File: src/core/lcd_bias_pkg.sv
// shared types and constants for the display bias power sequencer
package lcd_bias_pkg;

  // ==========================================================
  // timing
  localparam int unsigned CLK_PERIOD_NS = 25;
  localparam int unsigned CHECK_TIME_NS = 1000000;
  localparam int unsigned CHECK_CYCLES = CHECK_TIME_NS / CLK_PERIOD_NS;
  localparam int TIMER_W = 16;
  localparam logic [TIMER_W-1:0] TIMER_ZERO = 16'h0000;
  localparam logic [TIMER_W-1:0] TIMER_ONE = 16'h0001;

  // ==========================================================
  // positive pump soft-start ramp
  localparam int LEVEL_W = 8;
  localparam logic [LEVEL_W-1:0] LEVEL_ZERO = 8'h00;
  localparam logic [LEVEL_W-1:0] LEVEL_FULL = 8'hFF;
  localparam logic [LEVEL_W-1:0] LEVEL_STEP = 8'h01;

  // ==========================================================
  // sequencer states
  typedef enum logic [2:0] {
    ST_OFF = 3'b000,
    ST_BUCK_UP = 3'b001,
    ST_RESET_PULSE = 3'b010,
    ST_NEG_DELAY = 3'b011,
    ST_GATE_CHECK = 3'b100,
    ST_RUN = 3'b101,
    ST_FAULT = 3'b110
  } seq_state_t;

  // ==========================================================
  // analog comparator and pin levels, all asynchronous to ref_clk
  typedef struct packed {
    logic supply_above_uvlo;
    logic temp_above_hot;
    logic temp_below_cool;
    logic buck_power_good;
    logic reset_timing_input;
    logic source_rail_near_vin;
    logic positive_pump_feedback_ok;
  } sense_t;

  // ==========================================================
  // rail and pin controls
  typedef struct packed {
    logic buck_enable;
    logic panel_reset_n_out;
    logic panel_reset_n_oe;
    logic neg_pump_enable;
    logic isolation_gate_drive_n;
    logic pos_pump_short_mode;
    logic pos_pump_current_off;
    logic pos_pump_normal;
    logic [LEVEL_W-1:0] positive_pump_control;
    logic boost_enable;
    logic source_rail_error;
    logic thermal_shutdown;
  } rail_ctrl_t;

  localparam rail_ctrl_t CTRL_RESET = '{
    buck_enable: 1'b0,
    panel_reset_n_out: 1'b0,
    panel_reset_n_oe: 1'b1,
    neg_pump_enable: 1'b0,
    isolation_gate_drive_n: 1'b1,
    pos_pump_short_mode: 1'b0,
    pos_pump_current_off: 1'b0,
    pos_pump_normal: 1'b0,
    positive_pump_control: 8'h00,
    boost_enable: 1'b0,
    source_rail_error: 1'b0,
    thermal_shutdown: 1'b0
  };

endpackage : lcd_bias_pkg

File: src/core/lcd_bias_power_sequencer.sv
// start-up sequencer for a four-rail display bias supply
// Functional notes
// (RULE_01) buck after uvlo release; rails come up in order
// (RULE_02) buck power-good starts reset timer, then release
// (RULE_03) rail delay starts with negative pump enable
// (RULE_04) below uvlo every rail off at once
// (RULE_05) gate drive low after rail delay elapses
// (RULE_06) check source rail exactly 1ms after gate
// (RULE_07) source rail short at check: error, no boost
// (RULE_08) positive pump short mode with gate low
// (RULE_09) feedback 100mV reached: stop pump current temporarily
// (RULE_10) boost switching: pump normal with soft-start ramp
// (RULE_11) open-drain active-low reset held during pulse
// (RULE_12) reset pin level never blocks the sequence
// (RULE_13) zero reset time passes straight through
// (RULE_14) external enable mode holds reset and pump
// (RULE_15) thermal shutdown above hot, resume when cool
// (RULE_16) reset and rail delay are programmable counters
module lcd_bias_power_sequencer #(
  parameter logic [15:0] CHECK_TIME_CYCLES = 16'(lcd_bias_pkg::CHECK_CYCLES)
) (
  // clock and reset
  input wire logic ref_clk,
  input wire logic reset,
  // configuration, same clock domain
  input wire logic [15:0] reset_time_cycles,
  input wire logic [15:0] rail_delay_time,
  input wire logic ext_enable_mode,
  // comparator and pin levels
  input wire lcd_bias_pkg::sense_t sense,
  // rail controls
  output lcd_bias_pkg::rail_ctrl_t ctrl
);

  // ==========================================================
  // input synchronisers
  lcd_bias_pkg::sense_t sense_s1_ff;
  lcd_bias_pkg::sense_t sense_s2_ff;

  always_ff @(posedge ref_clk or posedge reset) begin
    if (reset) begin
      sense_s1_ff <= '0;
      sense_s2_ff <= '0;
    end else begin
      sense_s1_ff <= sense;
      sense_s2_ff <= sense_s1_ff;
    end
  end

  // ==========================================================
  // thermal hysteresis
  logic hot_ff;
  logic nxt_hot;

  always_comb begin
    nxt_hot = hot_ff;
    if (sense_s2_ff.temp_above_hot) begin
      nxt_hot = 1'b1; // see (RULE_15)
    end else if (sense_s2_ff.temp_below_cool) begin
      nxt_hot = 1'b0; // see (RULE_15)
    end
  end

  always_ff @(posedge ref_clk or posedge reset) begin
    if (reset) begin
      hot_ff <= 1'b0;
    end else begin
      hot_ff <= nxt_hot;
    end
  end

  // ==========================================================
  // sequencer
  lcd_bias_pkg::seq_state_t state_ff;
  lcd_bias_pkg::seq_state_t nxt_state;
  logic [15:0] timer_ff;
  logic [15:0] nxt_timer;
  logic [7:0] level_ff;
  logic [7:0] nxt_level;
  logic inhibit;

  function automatic logic reached(input logic [15:0] cnt, input logic [15:0] lim);
    reached = (lim == lcd_bias_pkg::TIMER_ZERO) || (cnt >= lim - lcd_bias_pkg::TIMER_ONE);
  endfunction : reached

  // no ordered power-down: any inhibit drops straight to off
  assign inhibit = !sense_s2_ff.supply_above_uvlo || nxt_hot; // see (RULE_04) see (RULE_15)

  always_comb begin
    nxt_state = state_ff;
    nxt_timer = timer_ff + lcd_bias_pkg::TIMER_ONE;
    nxt_level = level_ff;
    if (inhibit) begin
      nxt_state = lcd_bias_pkg::ST_OFF; // see (RULE_04)
      nxt_timer = lcd_bias_pkg::TIMER_ZERO;
      nxt_level = lcd_bias_pkg::LEVEL_ZERO;
    end else begin
      case (state_ff)
        lcd_bias_pkg::ST_OFF: begin
          nxt_state = lcd_bias_pkg::ST_BUCK_UP; // see (RULE_01)
          nxt_timer = lcd_bias_pkg::TIMER_ZERO;
        end
        lcd_bias_pkg::ST_BUCK_UP: begin
          nxt_timer = lcd_bias_pkg::TIMER_ZERO;
          if (sense_s2_ff.buck_power_good) begin
            nxt_state = lcd_bias_pkg::ST_RESET_PULSE; // see (RULE_02) see (RULE_16)
          end
        end
        lcd_bias_pkg::ST_RESET_PULSE: begin
          // reset pin is output only, so its wiring cannot stall this
          if (ext_enable_mode) begin
            if (sense_s2_ff.reset_timing_input) begin
              nxt_state = lcd_bias_pkg::ST_NEG_DELAY; // see (RULE_14) see (RULE_12)
              nxt_timer = lcd_bias_pkg::TIMER_ZERO;
            end
          end else if (reached(timer_ff, reset_time_cycles)) begin
            nxt_state = lcd_bias_pkg::ST_NEG_DELAY; // see (RULE_02) see (RULE_13)
            nxt_timer = lcd_bias_pkg::TIMER_ZERO; // see (RULE_03) see (RULE_16)
          end
        end
        lcd_bias_pkg::ST_NEG_DELAY: begin
          if (reached(timer_ff, rail_delay_time)) begin
            nxt_state = lcd_bias_pkg::ST_GATE_CHECK; // see (RULE_05) see (RULE_03)
            nxt_timer = lcd_bias_pkg::TIMER_ZERO;
          end
        end
        lcd_bias_pkg::ST_GATE_CHECK: begin
          if (reached(timer_ff, CHECK_TIME_CYCLES)) begin
            nxt_timer = lcd_bias_pkg::TIMER_ZERO;
            if (sense_s2_ff.source_rail_near_vin) begin
              nxt_state = lcd_bias_pkg::ST_RUN; // see (RULE_06)
            end else begin
              nxt_state = lcd_bias_pkg::ST_FAULT; // see (RULE_07)
            end
          end
        end
        lcd_bias_pkg::ST_RUN: begin
          nxt_timer = lcd_bias_pkg::TIMER_ZERO;
          if (level_ff != lcd_bias_pkg::LEVEL_FULL) begin
            nxt_level = level_ff + lcd_bias_pkg::LEVEL_STEP; // see (RULE_10)
          end
        end
        default: begin
          nxt_timer = lcd_bias_pkg::TIMER_ZERO;
        end
      endcase
    end
  end

  always_ff @(posedge ref_clk or posedge reset) begin
    if (reset) begin
      state_ff <= lcd_bias_pkg::ST_OFF;
      timer_ff <= lcd_bias_pkg::TIMER_ZERO;
      level_ff <= lcd_bias_pkg::LEVEL_ZERO;
    end else begin
      state_ff <= nxt_state;
      timer_ff <= nxt_timer;
      level_ff <= nxt_level;
    end
  end

  // ==========================================================
  // registered outputs, decoded from the next state
  lcd_bias_pkg::rail_ctrl_t nxt_ctrl;
  logic past_neg;
  logic past_gate;

  always_comb begin
    nxt_ctrl = lcd_bias_pkg::CTRL_RESET;
    past_gate = (nxt_state == lcd_bias_pkg::ST_GATE_CHECK) ||
                (nxt_state == lcd_bias_pkg::ST_RUN) || (nxt_state == lcd_bias_pkg::ST_FAULT);
    past_neg = (nxt_state == lcd_bias_pkg::ST_NEG_DELAY) || past_gate;
    nxt_ctrl.thermal_shutdown = nxt_hot;
    nxt_ctrl.buck_enable = (nxt_state != lcd_bias_pkg::ST_OFF); // see (RULE_01)
    nxt_ctrl.panel_reset_n_oe = !past_neg; // see (RULE_11)
    nxt_ctrl.neg_pump_enable = past_neg; // see (RULE_02)
    nxt_ctrl.isolation_gate_drive_n = !past_gate; // see (RULE_05)
    nxt_ctrl.pos_pump_short_mode = (nxt_state == lcd_bias_pkg::ST_GATE_CHECK) ||
                                   (nxt_state == lcd_bias_pkg::ST_FAULT); // see (RULE_08)
    nxt_ctrl.pos_pump_current_off = nxt_ctrl.pos_pump_short_mode &&
                                    sense_s2_ff.positive_pump_feedback_ok; // see (RULE_09)
    nxt_ctrl.boost_enable = (nxt_state == lcd_bias_pkg::ST_RUN); // see (RULE_06)
    nxt_ctrl.pos_pump_normal = nxt_ctrl.boost_enable; // see (RULE_10)
    nxt_ctrl.positive_pump_control = nxt_level; // see (RULE_10)
    nxt_ctrl.source_rail_error = (nxt_state == lcd_bias_pkg::ST_FAULT); // see (RULE_07)
  end

  always_ff @(posedge ref_clk or posedge reset) begin
    if (reset) begin
      ctrl <= lcd_bias_pkg::CTRL_RESET;
    end else begin
      ctrl <= nxt_ctrl;
    end
  end

  // ==========================================================
  // checks
  a_rail_order: assert property (@(posedge ref_clk) disable iff (reset) // see (RULE_01)
    ctrl.boost_enable |-> ctrl.neg_pump_enable && ctrl.buck_enable)
    else $error("boost on before lower rails");

  a_reset_release: assert property (@(posedge ref_clk) disable iff (reset) // see (RULE_02)
    $rose(ctrl.neg_pump_enable) |-> !ctrl.panel_reset_n_oe && $past(ctrl.panel_reset_n_oe))
    else $error("negative pump not tied to reset release");

  a_delay_gate: assert property (@(posedge ref_clk) disable iff (reset) // see (RULE_05)
    $fell(ctrl.isolation_gate_drive_n) |-> $past(state_ff) == lcd_bias_pkg::ST_NEG_DELAY)
    else $error("gate drive fell outside rail delay");

  a_uvlo_off: assert property (@(posedge ref_clk) disable iff (reset) // see (RULE_04)
    !sense_s2_ff.supply_above_uvlo |=> !ctrl.buck_enable && !ctrl.neg_pump_enable &&
      !ctrl.boost_enable && ctrl.isolation_gate_drive_n)
    else $error("rails not dropped under uvlo");

  a_check_time: assert property (@(posedge ref_clk) disable iff (reset) // see (RULE_06)
    $rose(ctrl.boost_enable) |-> $past(state_ff) == lcd_bias_pkg::ST_GATE_CHECK &&
      $past(timer_ff) == CHECK_TIME_CYCLES - lcd_bias_pkg::TIMER_ONE &&
      $past(sense_s2_ff.source_rail_near_vin))
    else $error("boost enabled off the check instant");

  a_error_blocks: assert property (@(posedge ref_clk) disable iff (reset) // see (RULE_07)
    ctrl.source_rail_error |-> !ctrl.boost_enable && !ctrl.isolation_gate_drive_n)
    else $error("boost on with source rail error");

  a_short_gate: assert property (@(posedge ref_clk) disable iff (reset) // see (RULE_08)
    !ctrl.isolation_gate_drive_n |-> ctrl.pos_pump_short_mode != ctrl.boost_enable)
    else $error("pump mode wrong with gate low");

  a_thermal_off: assert property (@(posedge ref_clk) disable iff (reset) // see (RULE_15)
    sense_s2_ff.temp_above_hot |=> ctrl.thermal_shutdown && !ctrl.buck_enable)
    else $error("thermal shutdown missed");

  a_zero_reset: assert property (@(posedge ref_clk) disable iff (reset) // see (RULE_13)
    state_ff == lcd_bias_pkg::ST_RESET_PULSE && reset_time_cycles == lcd_bias_pkg::TIMER_ZERO &&
      !ext_enable_mode && !inhibit |=> state_ff == lcd_bias_pkg::ST_NEG_DELAY)
    else $error("zero reset time did not pass through");

endmodule : lcd_bias_power_sequencer

File: config.mk
export PLATFORM = sky130hd
export DESIGN_NAME = lcd_bias_power_sequencer
export DESIGN_NICKNAME = d
export VERILOG_FILES = /design/src/core/lcd_bias_pkg.sv /design/src/core/lcd_bias_power_sequencer.sv
export SDC_FILE = /design/constraint.sdc
export NUM_CORES = 1
export LEC_CHECK = 0
export ABC_AREA = 1
export BUFFER_PORTS_ARGS = -buffer_cell sky130_fd_sc_hd__buf_4
export CORE_MARGIN = 2
export CORE_UTILIZATION = 30
export DETAILED_ROUTE_END_ITERATION = 7
export HOLD_SLACK_MARGIN = 0.15
export PLACE_DENSITY = 0.49
export SLEW_MARGIN = 20
export SYNTH_ARGS = -nofsm -noshare
export SYNTH_HDL_FRONTEND = slang
export SYNTH_SLANG_ARGS = --single-unit
File: constraint.sdc
create_clock -name ref_clk -period 2.5 [get_ports ref_clk]
set_clock_uncertainty 0.15 [all_clocks]
set_input_delay 0.125 -clock ref_clk [delete_from_list [all_inputs] [get_ports ref_clk]]
set_output_delay 0.125 -clock ref_clk [all_outputs]
set_load 0.01 [all_outputs]
==> results of run 1 <==
## sequential cells by signal, summed over array words and instances (netlist names)
register,count
ctrl,17
timer_ff,16
sense_s1_ff,7
sense_s2_ff,7
state_ff,3
## kinds of logic (layout without fill, tap and decap cells)
| kind of cell | after synthesis | after routing | synth area share (%) |
|---|---|---|---|
| compound gates | 41 | 41 | 6.43 |
| xor+xnor | 35 | 35 | 8.33 |
| fa+ha+maj | 36 | 36 | 12.2 |
| buf+inv | 85 | 216 | 9.28 |
| flops | 50 | 50 | 34.1 |
| other cells | 1 | 1 | 0.102 |
| simple gates | 227 | 227 | 29.5 |
## what timing repair did
action / CTS / global route
gates resized for setup: 38 / 16
cloned: 1 / 0
hold buffers: 8 / 0
endpoints found under the hold margin: 39 / 0
pin swaps: 4 / 6
setup endpoints to repair: 24 / 26
setup buffers: 10 / 2
## cell usage in the layout, fill, tap and decap left out, types with 2 or more instances in the layout
cell type | synthesis | final
ha_4 | 0 | 2
buf_4 | 4 | 111
dlygate4sd3_1 | 0 | 8
nor2_2 | 17 | 22
dfrtp_1 | 48 | 48
xor2_1 | 21 | 21
a21oi_1 | 18 | 15
o21ai_1 | 4 | 4
nand2_2 | 3 | 10
nor3_1 | 12 | 8
nor2_4 | 2 | 8
o21ai_0 | 10 | 9
a21oi_2 | 0 | 3
clkbuf_16 | 0 | 6
nand3_1 | 23 | 18
nor3_2 | 4 | 6
xnor2_1 | 14 | 14
a31oi_1 | 3 | 3
nand2_1 | 88 | 80
nand3_4 | 0 | 2
buf_6 | 1 | 6
nand2_4 | 1 | 2
ha_1 | 36 | 34
dfstp_2 | 2 | 2
inv_1 | 71 | 69
nand4_1 | 6 | 6
nand3_2 | 3 | 6
inv_2 | 8 | 10
nor3_4 | 1 | 3
o21bai_1 | 3 | 3
nor2_1 | 58 | 47
nor4_4 | 0 | 2
nand4_2 | 2 | 2
## area by class of cell
cell class	count	share of cell area, %
Clock inverter	2	0.737
Clock buffer	6	2.64
Multi-Input combinational cell	340	43.8
Timing Repair Buffer	128	19.8
Sequential cell	50	23.8
Tap cell	147	3.49
Inverter	80	5.73
## worst min-delay path by stage
stage                     cells past startpoint                        to                     start  slack (ns)
after global placement                        1  sense_s1_ff[4]$_DFF_PP0_                  sense[4]        0.08
after floorplan                               0  sense_s1_ff[0]$_DFF_PP0_                  sense[0]       0.006
after CTS                                     0  sense_s2_ff[1]$_DFF_PP0_  sense_s1_ff[1]$_DFF_PP0_        0.20
after global routing                          0  sense_s2_ff[6]$_DFF_PP0_  sense_s1_ff[6]$_DFF_PP0_        0.21
after detailed placement                      1  sense_s1_ff[0]$_DFF_PP0_                  sense[0]        0.09
final                                         0  sense_s2_ff[4]$_DFF_PP0_  sense_s1_ff[4]$_DFF_PP0_        0.20
## through the flow
step | setup slack [ns] | instances | utilization (%) | TNS [ns]
5_1_grt | -0.392 | 753 | 43.8 | -9.09
3_3_place_gp | -0.442 | 724 | 38.8 | -10.06
4_1_cts | -0.139 | 751 | 43.2 | -2.42
3_5_place_dp | -0.552 | 724 | 38.8 | -12.41
2_1_floorplan | -0.182 | 475 | - | -2.29
6_report | -0.180 | 753 | 43.8 | -3.52
## power breakdown
part,total [mW],internal (mW),switching (mW),leakage (nW)
clock network,0.796,0.503,0.293,0.0875
registers,0.831,0.825,0.00616,0.654
logic,0.305,0.154,0.151,1.88
total,1.93,1.48,0.450,2.62
## routing by layer
metal  up-vias  track usage, %  routed length (um)  part of all wire (%)
met5         -               0                   0                     0
met4         0            3.37                 125                   1.5
met3        12            1.69                 289                   3.5
met2        50            23.6                4060                    49
met1      1508            17.4                3870                    46
li1       1766               -                   -                     -
==> summary.md, run 1 <==
| Metric | Value |
|---|---|
| # port buffers | 59 |
| Worst EP arrival | 2.71 ns |
| Die area | 13,200 um^2 |
| Critical Path Start Type | input pin |
| Seq/Total Area, Yosys | 34.1% |
| Post-synth top cells | nand2_1 (88), inv_1 (71), nor2_1 (58) |
| Top cells by area, synth | dfrtp_1 (33%), ha_1 (12%), nand2_1 (9.0%) |
| Clk sinks | 50 |
| DR iter-0 viols | 178 |
| Via Count | 3,336 |
| Worst reg2reg endpoint | ctrl[15]$_DFF_PP0_ |
| Crit path largest cell delay | 0.28 ns |
| Syn Std Cell Area | 3680 um^2 |
| Post-synth top area share | 32.6% |
| Nets@finish | 683 |
| CP top delay family | simple AND/OR/NAND/NOR gates |
| Failing checks | negative setup slack |
| Final estimated routing congestion in global placement | 0.790 |
| First-pass GRT wire length | 14,500 um |
| Final hold violations | 0 |
| Top_reg_cell synth | dfrtp_1 |
| Period utilization | 107% |
| Drt pass-1 iters | 4 |
| Pwr dens | 367 nW/um^2 |
| Num CTS Buffers | 5 |
| Fin Hold WS | 0.198 ns |
| Worst-Margin Slew | 0.716 ns |
| Async S/R FF share, synth | 100% |
| Synth warn | 0 |
| Design area | 5270 um^2 |
| RR Startpoint | timer_ff[7]$_DFF_PP0_ |
| MaxCap Viol Count | 0 |
| R2R setup slack | 0.19 ns |
| Area growth, synth to finish | 43.1% |
| Max-slew headroom | 52.2% |
| Vias/cell | 4.43 |
| Post-synth EDFFs | 0 |
| Crit path cell chain | buf_8 -> nor2_4 -> nand2_2 -> nor3_4 -> nand2_2 -> inv_2 -> nand4_1 -> nor4_2 -> xor2_1 -> inv_1 -> ha_4 -> nand2_2 -> inv_2 -> nand3_4 -> inv_1 -> nand2_1 -> nand3_1 -> a21oi_1 -> nand4_1 -> o21ai_2 -> o21ai_4 -> clkbuf_16 -> nor2_2 |
| Vias in the first global route | 3,299 |
| FP Rows | 40 |
| RSZ-0062 raised after global routing | yes |
| Bufs on Longest Clock Path | 2 |
| Status | finished, violations left |
| Worst Path Required | 2.53 ns |
| R2R depth | 12 |
| Syn Inst Count | 475 |
| Register Area | 1250 um^2 |
| Endpoints failing setup | 25 |
| Die Ht | 115 um |
| Largest net degree at the start of global routing | 36 |
| Ant. Diodes | 0 |
| Antenna viol nets, final | 0 |
| Dpl cell area | 4660 um^2 |
| DR WL/cell | 11.1 um |
| Critical path endpoint | timer_ff[10]$_DFF_PP0_ |
| Footprint of the multi-input gates | 2310 um^2 |
| Fin worst setup slack | -0.180 ns |
| WP depth | 23 |
| Tot Pwr | 1.93 mW |
| VDD IR max | 0.245 mV |
| Core Box Area | 12,000 um^2 |
| Syn Nets | 553 |
| Worst-path clk slew | 0.07 ns |
| DP Wirelength | 6610 um |
| Crit. End Element | register |
| Fmax | 373 MHz |
| GRT overflow | 0 |
| Number of synthesized register bits | 50 |
| Count of cell types in the netlist | 36 |
| Period minus WS final | 2.68 ns |
| Most frequent CP cell | nand2_2 |
| Count leader, synth | nand2_1 |
| Syn Area/Cell | 7.75 um^2 |
| DIE WIDTH | 115 um |
| Worst Path Buf+Inv | 6 |
| Fin. max-slew vios | 0 |
| Routed WL | 8350 um |
| Ports | 61 |
| GR Util All Layers | 13.3% |
| H-tree Lvls | 2 |
| Initial antenna violation count | 0 |
| CP max stage cell | ha_4 |
| Drt drc | 0 |
| CTS tree | built |
| Fillers | 1,209 |
| Crit path max fanout | 8 |
| Worst hold path class | reg -> reg |
| CP Launch Point | rail_delay_time[2] |
| Crit Path Category | in -> reg |
| Leak pwr | 2.62 nW |
| Top cell type by total area after synthesis | dfrtp_1 |
| Initial Utilization | 30.6% |
| Root buffer cell | clkbuf_16 |
| Layout cells sized above 1 | 35.3% |
| Worst-Skew Late Latency | 0.29 ns |
(Power assumes the default switching activity.)
==> run 2, diff against run 1 <==
- CTS_BUF_LIST: not set -> sky130_fd_sc_hd__clkbuf_16
==> run 2 against run 1 <==
Net effect: the run still ends with negative setup slack left; core utilization fell by 0.083 points; register-to-register slack barely moved; total power decreased by 1.7%; clock power decreased by 4.0%; critical endpoint unchanged.
==> summary.md, run 2 (same netlist as run 1, synthesis figures left out) <==
| Metric | Value |
|---|---|
| Status | finished, violations left |
| Failing checks | negative setup slack |
| DP Wirelength | 6610 um |
| GR Util All Layers | 13.3% |
| Critical Path Start Type | input pin |
| Clk sinks | 50 |
| Worst-path clk slew | 0.07 ns |
| Register Area | 1250 um^2 |
| Max reg flops | 17 |
| Most frequent CP cell | nand2_2 |
| Drt drc | 0 |
| Max-slew headroom | 52.2% |
| Area growth, synth to finish | 42.8% |
| Fin Hold WS | 0.198 ns |
| Reg with most FFs | ctrl |
| Endpoints failing setup | 25 |
| Pwr dens | 362 nW/um^2 |
| Ports | 61 |
| VDD IR max | 0.238 mV |
| DR WL/cell | 11.1 um |
| Final estimated routing congestion in global placement | 0.790 |
| Die Ht | 115 um |
| Layout cells sized above 1 | 35.1% |
| Met3 GRT Util | 1.69% |
| GR peak layer | met2 |
| Root buffer cell | clkbuf_16 |
| Fin worst setup slack | -0.180 ns |
| Antenna viol nets, final | 0 |
| Most frequent cells in the layout | buf_4 (111), nand2_1 (80), inv_1 (69) |
| Biggest regs | ctrl x17, timer_ff x16 |
| Worst Path Buf+Inv | 6 |
| GRT overflow | 0 |
| Vias in the first global route | 3,299 |
| Worst-Margin Slew | 0.716 ns |
| Nets@finish | 683 |
| FP Rows | 40 |
| DR iter-0 viols | 178 |
| Worst EP arrival | 2.71 ns |
| Vias/cell | 4.43 |
| Leak pwr | 2.62 nW |
| Worst-Skew Late Latency | 0.28 ns |
| Via Count | 3,336 |
| Period utilization | 107% |
| Crit path largest cell delay | 0.28 ns |
| Met2 usage | 23.6% |
| Initial antenna violation count | 0 |
| Drt pass-1 iters | 4 |
| Period minus WS final | 2.68 ns |
| Worst hold path class | reg -> reg |
| Crit Path Category | in -> reg |
| # port buffers | 59 |
| Met1 Resource Use GR | 17.4% |
| Bufs on Longest Clock Path | 2 |
| Fmax | 373 MHz |
| DIE WIDTH | 115 um |
| Num CTS Buffers | 5 |
| H-tree Lvls | 2 |
| MaxCap Viol Count | 0 |
| Commonest non-fill, non-tap cell in the layout | buf_4 |
| Crit. End Element | register |
| Placed Cells | 724 |
| Fin. max-slew vios | 0 |
| Finished Layout Cells | 753 |
| CP top delay family | simple AND/OR/NAND/NOR gates |
| Final hold violations | 0 |
| CP max stage cell | ha_4 |
| Footprint of the multi-input gates | 2310 um^2 |
| Largest net degree at the start of global routing | 36 |
| Ant. Diodes | 0 |
| Worst Path Required | 2.53 ns |
| Die area | 13,200 um^2 |
| Fillers | 1,210 |
| Crit path cell chain | buf_8 -> nor2_4 -> nand2_2 -> nor3_4 -> nand2_2 -> inv_2 -> nand4_1 -> nor4_2 -> xor2_1 -> inv_1 -> ha_4 -> nand2_2 -> inv_2 -> nand3_4 -> inv_1 -> nand2_1 -> nand3_1 -> a21oi_1 -> nand4_1 -> o21ai_2 -> o21ai_4 -> clkbuf_16 -> nor2_2 |
| Initial Utilization | 30.6% |
| Routed WL | 8350 um |
| RSZ-0062 raised after global routing | yes |
| First-pass GRT wire length | 14,500 um |
| Core Box Area | 12,000 um^2 |
| Crit path max fanout | 8 |
| CTS tree | built |
run 2: cell count changes in the layout (fill, tap and decap cells not counted):
cell / delta
clkinv_1: +1
clkbuf_8: -1
run 2: report_power, final:
group          switching, mW  internal [mW]  leakage (nW)
Sequential           0.00616          0.825         0.654
Clock                  0.292          0.472        0.0818
Combinational          0.151          0.154          1.88
run 2: cell type report:
cell class	count	share of cell area, %
Timing Repair Buffer	128	19.8
Multi-Input combinational cell	340	43.9
Tap cell	147	3.50
Clock inverter	3	0.809
Clock buffer	5	2.38
Inverter	80	5.74
Sequential cell	50	23.9
run 2: worst register-to-register path, delay by kind of cell (launching register included):
| kind | cells | cell delay, ns |
|---|---|---|
| AND/OR/NAND/NOR | 10 | 1.07 |
| flip-flops | 1 | 0.48 |
| adder cells (fa/ha/maj) | 1 | 0.36 |
| AO/OA/AOI/OAI | 1 | 0.16 |
run 2: per-layer routing:
metal / part of all wire [%] / up-vias
li1: - / 1766
met1: 46 / 1508
met2: 49 / 50
met3: 3.5 / 12
met4: 1.5 / 0
met5: 0 / -
run 2: path summary, 6_finish.rpt:
| kind | endpoint | slack, ns | cells past startpoint | from |
|---|---|---|---|---|
| worst max-delay path | timer_ff[10]$_DFF_PP0_ | -0.18 | 23 | rail_delay_time[2] |
| worst min-delay path | sense_s2_ff[4]$_DFF_PP0_ | 0.20 | 0 | sense_s1_ff[4]$_DFF_PP0_ |
| worst max register to register | ctrl[15]$_DFF_PP0_ | 0.19 | 12 | timer_ff[7]$_DFF_PP0_ |
| worst min register to register | sense_s2_ff[4]$_DFF_PP0_ | 0.20 | 0 | sense_s1_ff[4]$_DFF_PP0_ |
| max in group asynchronous | timer_ff[15]$_DFF_PP0_ | 1.12 | 4 | reset |
| min in group asynchronous | sense_s1_ff[4]$_DFF_PP0_ | 0.38 | 3 | reset |
run 2: repair_timing:
action                                  in CTS  in global routing
hold buffers                                 8                  0
endpoints found under the setup margin      24                 26
gates resized for setup                     38                 16
pin swaps                                    4                  6
cloned                                       1                  0
setup buffers                               10                  2
hold endpoints to repair                    39                  0
run 2: through the flow:
stage	setup WS (ns)	area [um^2]	utilization, %	setup TNS, ns	power [mW]
after global placement	-0.442	4660	38.8	-10.06	1.12
final	-0.180	5260	43.8	-3.52	1.90
after CTS	-0.139	5180	43.2	-2.42	1.91
after detailed placement	-0.552	4660	38.8	-12.41	1.12
after floorplan	-0.182	3700	-	-2.29	0.980
after global routing	-0.392	5260	43.8	-9.10	1.99
